### config.mk
export PLATFORM = sky130hd
export DESIGN_NAME = pde_top
export DESIGN_NICKNAME = d
export VERILOG_FILES = /design/src/pde_pkg.sv /design/src/pde_enable_reg.sv /design/src/pde_top.sv
export VERILOG_INCLUDE_DIRS = /design/src
export SDC_FILE = /design/constraint.sdc
export NUM_CORES = 1
export LEC_CHECK = 0
export BUFFER_PORTS_ARGS = -buffer_cell sky130_fd_sc_hd__buf_2
export CAP_MARGIN = 25
export CORE_MARGIN = 10
export CORE_UTILIZATION = 25
export DETAILED_ROUTE_END_ITERATION = 7
export PLACE_DENSITY = 0.52
export SLEW_MARGIN = 20
export SYNTH_ARGS = -nofsm -noshare
export SYNTH_HDL_FRONTEND = slang
export SYNTH_SLANG_ARGS = --single-unit
### constraint.sdc
create_clock -name mclk_i -period 2 [get_ports mclk_i]
set_clock_uncertainty 0.2 [all_clocks]
set_input_delay 0.1 -clock mclk_i [delete_from_list [all_inputs] [get_ports mclk_i]]
set_output_delay 0.1 -clock mclk_i [all_outputs]
set_load 0.005 [all_outputs]
### src/pde_defs.svh
/*
 * Constants for the port pin direction enable block: register indices,
 * implemented-bit masks, reset values and the AXI4-Lite answer codes.
 * Assumes it is included by the package and the design files by bare name.
 */
// How it works
// A set port F drive enable bit for pins 7 to 0 turns that pin's driver on, a clear bit keeps it off.
// Port G drive enables live at index 30B6h, bits 3 to 0 each switch one pin driver on when set.
// Port G bits 7 to 4 are read-only, always read zero and ignore writes.
// Port H drive enables live at index 30B7h and only bits 7, 6, 2, 1 and 0 exist.
// Port H bits 5 to 3 are read-only and always read zero.
// Port A sense enables live at index 30B8h, bits 7, 6, 5, 3, 2, 1, 0 connect the input path when set.
// Port A bit 4 is read-only and always reads zero whatever is written.
// Every implemented drive enable bit of ports F, G and H reads back the value last written.
// Every implemented port A sense enable bit reads back the value last written.
// Reset clears every drive and sense enable bit, so all drivers and input paths start off.
`ifndef PDE_DEFS_SVH
`define PDE_DEFS_SVH

// Register indices; byte address is four times the index
`define PDE_IDX_PORT_F 16'h30B5
`define PDE_IDX_PORT_G 16'h30B6
`define PDE_IDX_PORT_H 16'h30B7
`define PDE_IDX_PORT_A 16'h30B8
`define PDE_IDX_STATUS 16'h30C0

// Implemented bits of each register
`define PDE_MASK_PORT_F 8'hFF
`define PDE_MASK_PORT_G 8'h0F
`define PDE_MASK_PORT_H 8'hC7
`define PDE_MASK_PORT_A 8'hEF

// Reset value of every enable register
`define PDE_RESET_ENABLES 8'h00

// Positions in the decoded select vector
`define PDE_SEL_F 0
`define PDE_SEL_G 1
`define PDE_SEL_H 2
`define PDE_SEL_A 3
`define PDE_SEL_S 4
`define PDE_SEL_W 5

// AXI response codes
`define PDE_RESP_OKAY 2'h0
`define PDE_RESP_SLVERR 2'h2

`endif

### src/pde_pkg.sv
/*
 * Types shared by the pin direction enable block.
 * Assumes pde_defs.svh is on the include path.
 */
`default_nettype none
`include "pde_defs.svh"

package pde_pkg;

	// One register write: strobe with its byte
	typedef struct packed {
		logic en;
		logic [7:0] data;
	} pde_wr_s;

	// Decoded register selection, one bit per register
	typedef logic [`PDE_SEL_W-1:0] pde_sel_t;

endpackage
`default_nettype wire

### src/pde_enable_reg.sv
/*
 * One 8-bit enable register whose unimplemented bits are hard zero.
 * Assumes writes arrive as a one-cycle strobe on the block clock.
 */
`timescale 1ns/10ps
`default_nettype none
`include "pde_defs.svh"

module pde_enable_reg
	import pde_pkg::*;
#(
	parameter logic [7:0] MASK = 8'hFF
) (
	input wire logic mclk_i, // Block clock
	input wire logic rst_i, // Synchronous reset, high
	input wire pde_wr_s wr_i, // Write strobe and byte
	output logic [7:0] q_o // Stored enables
);

	logic [7:0] store;

	// Store only implemented bits; reserved bits stay zero
	always_ff @(posedge mclk_i) begin
		if (rst_i) begin
			store <= `PDE_RESET_ENABLES;
		end else if (wr_i.en) begin
			store <= wr_i.data & MASK;
		end
	end

	assign q_o = store & MASK;

endmodule
`default_nettype wire

### src/pde_top.sv
/*
 * Port pin direction enables: drive enables for ports F, G and H and
 * sense enables for port A, held in registers reached over AXI4-Lite.
 * Port data arrives from data-register logic on the same clock; the
 * port A pins arrive from outside and are synchronised here.
 * Assumes one clock, mclk_i, and a synchronous active-high reset.
 */
`timescale 1ns/10ps
`default_nettype none
`include "pde_defs.svh"

module pde_top
	import pde_pkg::*;
(
	input wire logic mclk_i, // Block clock, 125 MHz
	input wire logic rst_i, // Synchronous reset, high
	// AXI4-Lite write address
	input wire logic [31:0] s_axi_awaddr, // Write address
	input wire logic s_axi_awvalid, // Write address valid
	output logic s_axi_awready, // Write address ready
	// AXI4-Lite write data
	input wire logic [31:0] s_axi_wdata, // Write data
	input wire logic [3:0] s_axi_wstrb, // Byte enables
	input wire logic s_axi_wvalid, // Write data valid
	output logic s_axi_wready, // Write data ready
	// AXI4-Lite write response
	output logic [1:0] s_axi_bresp, // Write response
	output logic s_axi_bvalid, // Write response valid
	input wire logic s_axi_bready, // Write response ready
	// AXI4-Lite read address
	input wire logic [31:0] s_axi_araddr, // Read address
	input wire logic s_axi_arvalid, // Read address valid
	output logic s_axi_arready, // Read address ready
	// AXI4-Lite read data
	output logic [31:0] s_axi_rdata, // Read data
	output logic [1:0] s_axi_rresp, // Read response
	output logic s_axi_rvalid, // Read data valid
	input wire logic s_axi_rready, // Read data ready
	// Port F, G, H pin drivers
	input wire logic [7:0] port_f_data_i, // Port F output data
	input wire logic [3:0] port_g_data_i, // Port G output data
	input wire logic [7:0] port_h_data_i, // Port H output data
	output logic [7:0] port_f_pin_o, // Port F pin output level
	output logic [7:0] port_f_pin_oe_n_o, // Port F driver on, low
	output logic [3:0] port_g_pin_o, // Port G pin output level
	output logic [3:0] port_g_pin_oe_n_o, // Port G driver on, low
	output logic [7:0] port_h_pin_o, // Port H pin output level
	output logic [7:0] port_h_pin_oe_n_o, // Port H driver on, low
	// Port A input path
	input wire logic [7:0] port_a_pin_i, // Port A pin levels
	output logic [7:0] port_a_data_o // Port A sensed levels
);

	// Enable register contents
	logic [7:0] port_f_drive_enable;
	logic [7:0] port_g_drive_enable;
	logic [7:0] port_h_drive_enable;
	logic [7:0] port_a_sense_enable;

	// Write path holding state
	logic aw_held;
	logic w_held;
	logic [31:0] aw_addr;
	logic [7:0] w_byte;
	logic w_lane0;
	logic wr_go;
	pde_sel_t wr_sel;
	pde_sel_t rd_sel;
	logic [7:0] rd_byte;

	// Per-register write strobes
	pde_wr_s wr_f;
	pde_wr_s wr_g;
	pde_wr_s wr_h;
	pde_wr_s wr_a;

	// Port A synchroniser stages and settled level
	logic [7:0] pa_s1;
	logic [7:0] pa_s2;
	logic [7:0] pa_s3;
	logic [7:0] pa_level;

	// Map a byte address onto the register it selects
	function automatic pde_sel_t pde_decode(input logic [31:0] addr);
		pde_sel_t sel;
		sel = '0;
		if (addr == {14'h0000, `PDE_IDX_PORT_F, 2'b00}) begin
			sel[`PDE_SEL_F] = 1'b1;
		end
		if (addr == {14'h0000, `PDE_IDX_PORT_G, 2'b00}) begin
			sel[`PDE_SEL_G] = 1'b1;
		end
		if (addr == {14'h0000, `PDE_IDX_PORT_H, 2'b00}) begin
			sel[`PDE_SEL_H] = 1'b1;
		end
		if (addr == {14'h0000, `PDE_IDX_PORT_A, 2'b00}) begin
			sel[`PDE_SEL_A] = 1'b1;
		end
		if (addr == {14'h0000, `PDE_IDX_STATUS, 2'b00}) begin
			sel[`PDE_SEL_S] = 1'b1;
		end
		return sel;
	endfunction

	// Address and data channels are refused while a response waits
	assign s_axi_awready = ~aw_held & ~s_axi_bvalid;
	assign s_axi_wready = ~w_held & ~s_axi_bvalid;
	assign s_axi_arready = ~s_axi_rvalid;

	// Write commits once both halves are held
	assign wr_go = aw_held & w_held & ~s_axi_bvalid;
	assign wr_sel = pde_decode(aw_addr);

	// Hold the write address until the commit
	always_ff @(posedge mclk_i) begin
		if (rst_i) begin
			aw_held <= 1'b0;
			aw_addr <= 32'h0000_0000;
		end else if (wr_go) begin
			aw_held <= 1'b0;
		end else if (s_axi_awvalid && s_axi_awready) begin
			aw_held <= 1'b1;
			aw_addr <= s_axi_awaddr;
		end
	end

	// Hold the low data byte and its lane strobe until the commit
	always_ff @(posedge mclk_i) begin
		if (rst_i) begin
			w_held <= 1'b0;
			w_byte <= 8'h00;
			w_lane0 <= 1'b0;
		end else if (wr_go) begin
			w_held <= 1'b0;
		end else if (s_axi_wvalid && s_axi_wready) begin
			w_held <= 1'b1;
			w_byte <= s_axi_wdata[7:0];
			w_lane0 <= s_axi_wstrb[0];
		end
	end

	// Write response, error for an unmapped address
	always_ff @(posedge mclk_i) begin
		if (rst_i) begin
			s_axi_bvalid <= 1'b0;
			s_axi_bresp <= `PDE_RESP_OKAY;
		end else if (wr_go) begin
			s_axi_bvalid <= 1'b1;
			s_axi_bresp <= (|wr_sel) ? `PDE_RESP_OKAY : `PDE_RESP_SLVERR;
		end else if (s_axi_bready) begin
			s_axi_bvalid <= 1'b0;
		end
	end

	// Strobes into the enable registers; byte lane 0 carries the bits
	always_comb begin
		wr_f.en = wr_go & w_lane0 & wr_sel[`PDE_SEL_F];
		wr_g.en = wr_go & w_lane0 & wr_sel[`PDE_SEL_G];
		wr_h.en = wr_go & w_lane0 & wr_sel[`PDE_SEL_H];
		wr_a.en = wr_go & w_lane0 & wr_sel[`PDE_SEL_A];
		wr_f.data = w_byte;
		wr_g.data = w_byte;
		wr_h.data = w_byte;
		wr_a.data = w_byte;
	end

	// Port F enables, all eight bits writable
	pde_enable_reg #(
		.MASK(`PDE_MASK_PORT_F)
	) u_port_f (
		.mclk_i(mclk_i),
		.rst_i(rst_i),
		.wr_i(wr_f),
		.q_o(port_f_drive_enable)
	);

	// Port G enables, upper nibble hard zero
	pde_enable_reg #(
		.MASK(`PDE_MASK_PORT_G)
	) u_port_g (
		.mclk_i(mclk_i),
		.rst_i(rst_i),
		.wr_i(wr_g),
		.q_o(port_g_drive_enable)
	);

	// Port H enables, bits 5 to 3 hard zero
	pde_enable_reg #(
		.MASK(`PDE_MASK_PORT_H)
	) u_port_h (
		.mclk_i(mclk_i),
		.rst_i(rst_i),
		.wr_i(wr_h),
		.q_o(port_h_drive_enable)
	);

	// Port A sense enables, bit 4 hard zero
	pde_enable_reg #(
		.MASK(`PDE_MASK_PORT_A)
	) u_port_a (
		.mclk_i(mclk_i),
		.rst_i(rst_i),
		.wr_i(wr_a),
		.q_o(port_a_sense_enable)
	);

	// Read data select for the requested register
	always_comb begin
		rd_sel = pde_decode(s_axi_araddr);
		rd_byte = 8'h00;
		case (1'b1)
			rd_sel[`PDE_SEL_F]: rd_byte = port_f_drive_enable;
			rd_sel[`PDE_SEL_G]: rd_byte = port_g_drive_enable;
			rd_sel[`PDE_SEL_H]: rd_byte = port_h_drive_enable;
			rd_sel[`PDE_SEL_A]: rd_byte = port_a_sense_enable;
			rd_sel[`PDE_SEL_S]: rd_byte = port_a_data_o;
			default: rd_byte = 8'h00;
		endcase
	end

	// Read answer one edge after the address is taken
	always_ff @(posedge mclk_i) begin
		if (rst_i) begin
			s_axi_rvalid <= 1'b0;
			s_axi_rdata <= 32'h0000_0000;
			s_axi_rresp <= `PDE_RESP_OKAY;
		end else if (s_axi_arvalid && s_axi_arready) begin
			s_axi_rvalid <= 1'b1;
			s_axi_rdata <= {24'h00_0000, rd_byte};
			s_axi_rresp <= (|rd_sel) ? `PDE_RESP_OKAY : `PDE_RESP_SLVERR;
		end else if (s_axi_rready) begin
			s_axi_rvalid <= 1'b0;
		end
	end

	// Pin output levels registered from the data logic
	always_ff @(posedge mclk_i) begin
		if (rst_i) begin
			port_f_pin_o <= 8'h00;
			port_g_pin_o <= 4'h0;
			port_h_pin_o <= 8'h00;
		end else begin
			port_f_pin_o <= port_f_data_i;
			port_g_pin_o <= port_g_data_i;
			port_h_pin_o <= port_h_data_i;
		end
	end

	// Driver enables straight from the enable registers
	assign port_f_pin_oe_n_o = ~port_f_drive_enable;
	assign port_g_pin_oe_n_o = ~port_g_drive_enable[3:0];
	assign port_h_pin_oe_n_o = ~port_h_drive_enable;

	// Port A pins pass three flops; a change counts when stages 2 and 3 agree
	genvar gi;
	generate
		for (gi = 0; gi < 8; gi++) begin : g_pa_sync
			always_ff @(posedge mclk_i) begin
				if (rst_i) begin
					pa_s1[gi] <= 1'b0;
					pa_s2[gi] <= 1'b0;
					pa_s3[gi] <= 1'b0;
					pa_level[gi] <= 1'b0;
				end else begin
					pa_s1[gi] <= port_a_pin_i[gi];
					pa_s2[gi] <= pa_s1[gi];
					pa_s3[gi] <= pa_s2[gi];
					if (pa_s2[gi] == pa_s3[gi]) begin
						pa_level[gi] <= pa_s3[gi];
					end
				end
			end
		end
	endgenerate

	// Disconnected input paths read as zero
	always_ff @(posedge mclk_i) begin
		if (rst_i) begin
			port_a_data_o <= 8'h00;
		end else begin
			port_a_data_o <= pa_level & port_a_sense_enable;
		end
	end

endmodule
`default_nettype wire

# ---- After elaboration in Yosys (flattened, before gate mapping)
# Cells that the tools add are included.
dict set report op_classes {
  eq_ne 18
  mux 21
  n_bitwise 18
  reduce_logical 10
}
# operator count
set ops {}
lappend ops {{== test 32 x 16 -> 1 bit, second input constant} 10}
lappend ops {{2-to-1 mux 8 bit} 5}
lappend ops {{NOT 8 bit} 2}
lappend ops {{2-to-1 mux 1 bit} 14}
lappend ops {{OR reduction 5 bit} 2}
lappend ops {{bitwise AND 1 bit} 9}
lappend ops {{bitwise AND 8 bit} 1}
lappend ops {{== test 1 bit} 8}
lappend ops {{NOT 1 bit} 5}
lappend ops {{2-to-1 mux 2 bit} 2}
lappend ops {{NOT 4 bit} 1}
lappend ops {{AND reduction 2 bit} 2}
lappend ops {{nonzero test 2 bit} 2}
lappend ops {{logical AND 1 bit} 3}
lappend ops {{OR reduction 2 bit} 1}
dict set report word_totals {
  register_bits 141
  in_bits 135
  out_inout_bits 89
  word_cells 117
}

# ---- Logic depth before layout (Yosys ltp)
dict set report logic_depth {
  depth_word 7
  ltp_mapped 6
  mapped_depth_nobuf 5
}

# ---- Hierarchy
# From an unflattened synthesis, not the netlist that was laid out.
dict set report unflattened {
  cells_unflattened 616
  hier_area_um2 5442.7
}
# mod instances cells_each area_each_um2 seq_area_each_um2
set by_module_without_submodules {}
lappend by_module_without_submodules {pde_top 1 528 4518.1 2302.2}
lappend by_module_without_submodules {{pde_enable_reg at u_port_f} 1 26 285.3 160.2}
lappend by_module_without_submodules {{pde_enable_reg at u_port_a} 1 24 259.0 140.1}
lappend by_module_without_submodules {{pde_enable_reg at u_port_h} 1 20 206.4 100.1}
lappend by_module_without_submodules {{pde_enable_reg at u_port_g} 1 18 173.9 80.1}

# ---- Worst setup path before layout
# OpenSTA, ideal clock, no wires.
dict set report synth_path {
  path_kind {flip-flop to flip-flop}
  start {register aw_addr[0]}
  end {register s_axi_bresp[1]}
  setup_time_ns 0.134
  t_arrival_ns 1.518
  required_time_ns 1.666
  path_slack_ns 0.148
  stages_incl_launch_ff 6
  n_path_buf 0
  period_less_slack_ns 1.852
  cell_sequence {dfxtp_1 or4_4 nor3_4 a211oi_1 a2111oi_1 a211oi_1}
}
dict set report synth_between {
  elab_chain_len 4
  word_cells_on_any_way 12
  classes_between {eq/ne: 5; mux: 6; reduce/logical: 1}
}
# element line_no
set synth_rtl {}
lappend synth_rtl {{start, declared} pde_top.sv:63} ;# logic [31:0] aw_addr;
lappend synth_rtl {{start signal, assigned} pde_top.sv:123} ;# aw_addr <= s_axi_awaddr;
lappend synth_rtl {{== test 32 x 16 -> 1 bit (on tied branches)} -}
lappend synth_rtl {{2-to-1 mux 1 bit (on tied branches)} -}
lappend synth_rtl {{OR reduction 5 bit (*)} pde_top.sv:149} ;# s_axi_bresp <= (|wr_sel) ? `PDE_RESP_OKAY : `PDE_RESP_SLVERR;
lappend synth_rtl {{2-to-1 mux 2 bit (no source line) (*)} -}
lappend synth_rtl {{end signal, assigned} pde_top.sv:146} ;# s_axi_bresp <= `PDE_RESP_OKAY;
lappend synth_rtl {{end signal, assigned} pde_top.sv:149}
lappend synth_rtl {{end, declared} pde_top.sv:27} ;# output logic [1:0] s_axi_bresp,
# Mark *: on every way between the ends. The rest lies on a longest branch, timed or not.
# A chain may end at the register's enable or synchronous reset.

# ---- Worst setup path after layout
# Same ends and word-level chain as after synthesis.

==> results.sh <==
export IMPL_status="complete, no violations"
export IMPL_io_buffer_count=165
export IMPL_fin_crit_ns=1.932
export IMPL_critPathKind="reg -> reg"
export IMPL_endpoint="s_axi_bresp[1]$_SDFFE_PP0P_"
export IMPL_synth_area_leaders="dfxtp_1 50%, nand2_1 7.6%, a21oi_1 5.5%"
export IMPL_die_area_sq_um=27670
export IMPL_ys_ff_latch=134
export IMPL_place_congestion=0.7994
export IMPL_routed_via_density=4.207
export IMPL_rows=53
export IMPL_ios=224
export IMPL_cp_startpoint="aw_addr[0]$_SDFFE_PP0P_"
export IMPL_grt_pass1_wl_um=26120
export IMPL_grt_usage=0.1155
export IMPL_fin_crit_sh=0.9661
export IMPL_cp_end_kind="register"
export IMPL_start_util=0.2547
export IMPL_required_ns=2.09
export IMPL_critPathLaunchType="register"
export IMPL_mostFrequentLayoutCells="164 x buf_2, 133 x dfxtp_1, 109 x nand2_1"
export IMPL_p_leak_uw=0.003220
export IMPL_yosysSeqAreaShare=0.5011
export IMPL_n_fill_cell=2153
export IMPL_ant_nets=0
export IMPL_hold_violations=0
export IMPL_remaining_drc_errors=0
export IMPL_clockBufferDepth=2
export IMPL_cap_viol_max_count=0
export IMPL_worst_hold_slack_ns=0.008032
export IMPL_syn_inst=606
export IMPL_min_path_type="in -> reg"
export IMPL_critical_path_max_fanout=3
export IMPL_cts_buffers=17
export IMPL_fmax_mhz=517.6
export IMPL_syn_area_per_cell_sq_um=8.835
export IMPL_syn_area_sq_um=5354
export IMPL_cts_sink_count=134
export IMPL_yosys_warnings=0
export IMPL_netlist_top_cell_by_area="dfxtp_1"
export IMPL_finalMaxSlewViolations=0
export IMPL_rsz0062_at_grt="yes"
export IMPL_syn_to_final_growth_pct=47.44
export IMPL_p_per_area_nw_per_um2=838.1
export IMPL_post_route_util=0.3755
export IMPL_tritoncts="yes"
export IMPL_r2r_end="s_axi_bresp[1]$_SDFFE_PP0P_"
export IMPL_synth_top_area_frac=0.5011
export IMPL_path_clk_slew_ns=0.06
export IMPL_drive_gt1_frac=0.2847
export IMPL_grt_max_degree=86
export IMPL_wl_per_cell_um=14.31
export IMPL_synthArstFlopShare=0
export IMPL_core_sq_um=21020
export IMPL_clock_latency_ns=0.42
export IMPL_drtPass1Iterations=5
export IMPL_crit_reg2reg_launch="aw_addr[0]$_SDFFE_PP0P_"
export IMPL_drt_wl_total_um=16420
export IMPL_antenna_found_initial=2
export IMPL_reg2regPathDepth=5
export IMPL_ys_flop_type="dfxtp_1"
export IMPL_fp_dieH_um=166.3
export IMPL_cts_root_buf="clkbuf_16"
export IMPL_routed_via_count=4826
export IMPL_regToRegSetupSlack_ns=0.07
export IMPL_yosysUniqueCellTypes=56
export IMPL_htree_levels=4
export IMPL_grt_overflow_total=0
export IMPL_postPlaceCellArea_sq_um=6481
export IMPL_grt_pass1_vias=5007
export IMPL_layout_commonest_cell="buf_2"
export IMPL_final_nets=993
export IMPL_drtIter0Drc=211
export IMPL_cp_data_arrival_time_ns=2.02
export IMPL_design_area_sq_um=7894
export IMPL_fp_dieW_um=166.3
export IMPL_synth_edff_count=0
export IMPL_dp_hpwl_um=12070
export IMPL_finalSetupViolCount=0
export IMPL_regArea_sq_um=2684
export IMPL_multi_input_comb_area_sq_um=2374
export IMPL_ir_worst_vdd_mv=0.5048
==> flip-flops by register name, indices dropped and copies added, names as in the netlist, 4 cells and up <==
signal and cells:
w_byte 8, s_axi_rdata 8, u_port_f.q_o 8, port_g_pin_o 4, aw_addr 32, port_f_pin_o 8
pa_level 7, port_h_pin_o 8, port_a_data_o 7, u_port_g.store 4, pa_s3 7, pa_s1 7
pa_s2 7, u_port_a.store 7, u_port_h.store 5
==> synthesized netlist by cell type, types with 4 or more instances <==
cell type,n
dfxtp_1,134
nand2_1,109
a21oi_1,59
nor2b_1,45
buf_4,34
nor2_1,30
clkbuf_1,22
inv_1,21
mux2i_1,19
nand2b_1,16
nand3_1,13
o21ai_0,12
nand3b_1,8
o21ai_1,7
nor4_1,6
a211oi_1,4
a21o_1,4
and2_1,4
nor4b_1,4
==> report_power, final <==
group | internal (uW) | switching (uW) | leakage (uW) | total (uW)
Sequential | 2780 | 58.6 | 0.00110 | 2840
Combinational | 335 | 302 | 0.00184 | 636
Clock | 1870 | 1280 | 0.000279 | 3140
Total | 4980 | 1640 | 0.00322 | 6620
==> layer usage <==
| layer | vias to the layer above | GRT usage | part of all wire |
|---|---|---|---|
| li1 | 2469 | - | - |
| met1 | 2201 | 0.1395 | 0.46 |
| met2 | 143 | 0.1823 | 0.46 |
| met3 | 11 | 0.04993 | 0.072 |
| met4 | 2 | 0.03436 | 0.0080 |
| met5 | - | 0 | 0.00079 |
==> per-stage QoR <==
step | setup TNS (ns) | power (uW) | cells | setup WS (ns)
detailed placement | 0 | 3405 | 1036 | 0.02190
global route | -0.05293 | 6924 | 1146 | -0.03272
CTS | 0 | 6708 | 1145 | 0.001846
floorplan | 0 | 3203 | 634 | 0.1478
global placement | 0 | 3399 | 1036 | 0.05989
finish | 0 | 6616 | 1147 | 0.06786
==> final cells by class <==
type                            count  share of cell area
Antenna cell                        1           0.0003170
Clock buffer                       17             0.05389
Clock inverter                     15             0.02171
Inverter                           21            0.009986
Multi-Input combinational cell    420              0.3007
Sequential cell                   134              0.3400
Tap cell                          275             0.04359
Timing Repair Buffer              264              0.2298
==> logic make-up after synthesis <==
logic type      synth area share
simple gates              0.2643
flops                     0.5011
compound gates            0.1162
buf+inv                  0.08156
mux                      0.03552
other cells             0.001403
==> timing repair <==
item,4_1_cts,5_1_grt
hold endpoints to repair,80,0
gates resized for setup,0,8
endpoints found under the setup margin,0,25
hold buffers,77,0
buffers inserted,0,1
==> worst min-delay path by stage <==
stage / slack, ns / end / start / cells past startpoint
global placement: 0.09 / s_axi_rvalid$_SDFFE_PP0P_ / s_axi_rready / 2
floorplan: -0.001 / s_axi_rvalid$_SDFFE_PP0P_ / s_axi_rready / 1
finish: 0.008 / s_axi_rdata[5]$_SDFFE_PP0P_ / s_axi_araddr[20] / 5
global route: 0.003 / s_axi_rdata[5]$_SDFFE_PP0P_ / s_axi_araddr[20] / 5
detailed placement: 0.09 / s_axi_rvalid$_SDFFE_PP0P_ / s_axi_rready / 2
CTS: 0.002 / s_axi_rdata[5]$_SDFFE_PP0P_ / s_axi_araddr[20] / 5
==> critical path: stages, from the launching register on <==
cell	delay (ns)
dfxtp_2	0.33
or4_4	0.55
nor3_4	0.21
a211oi_1	0.07
a2111oi_1	0.36
a211oi_1	0.09
Power figures use the tool's default switching activity.
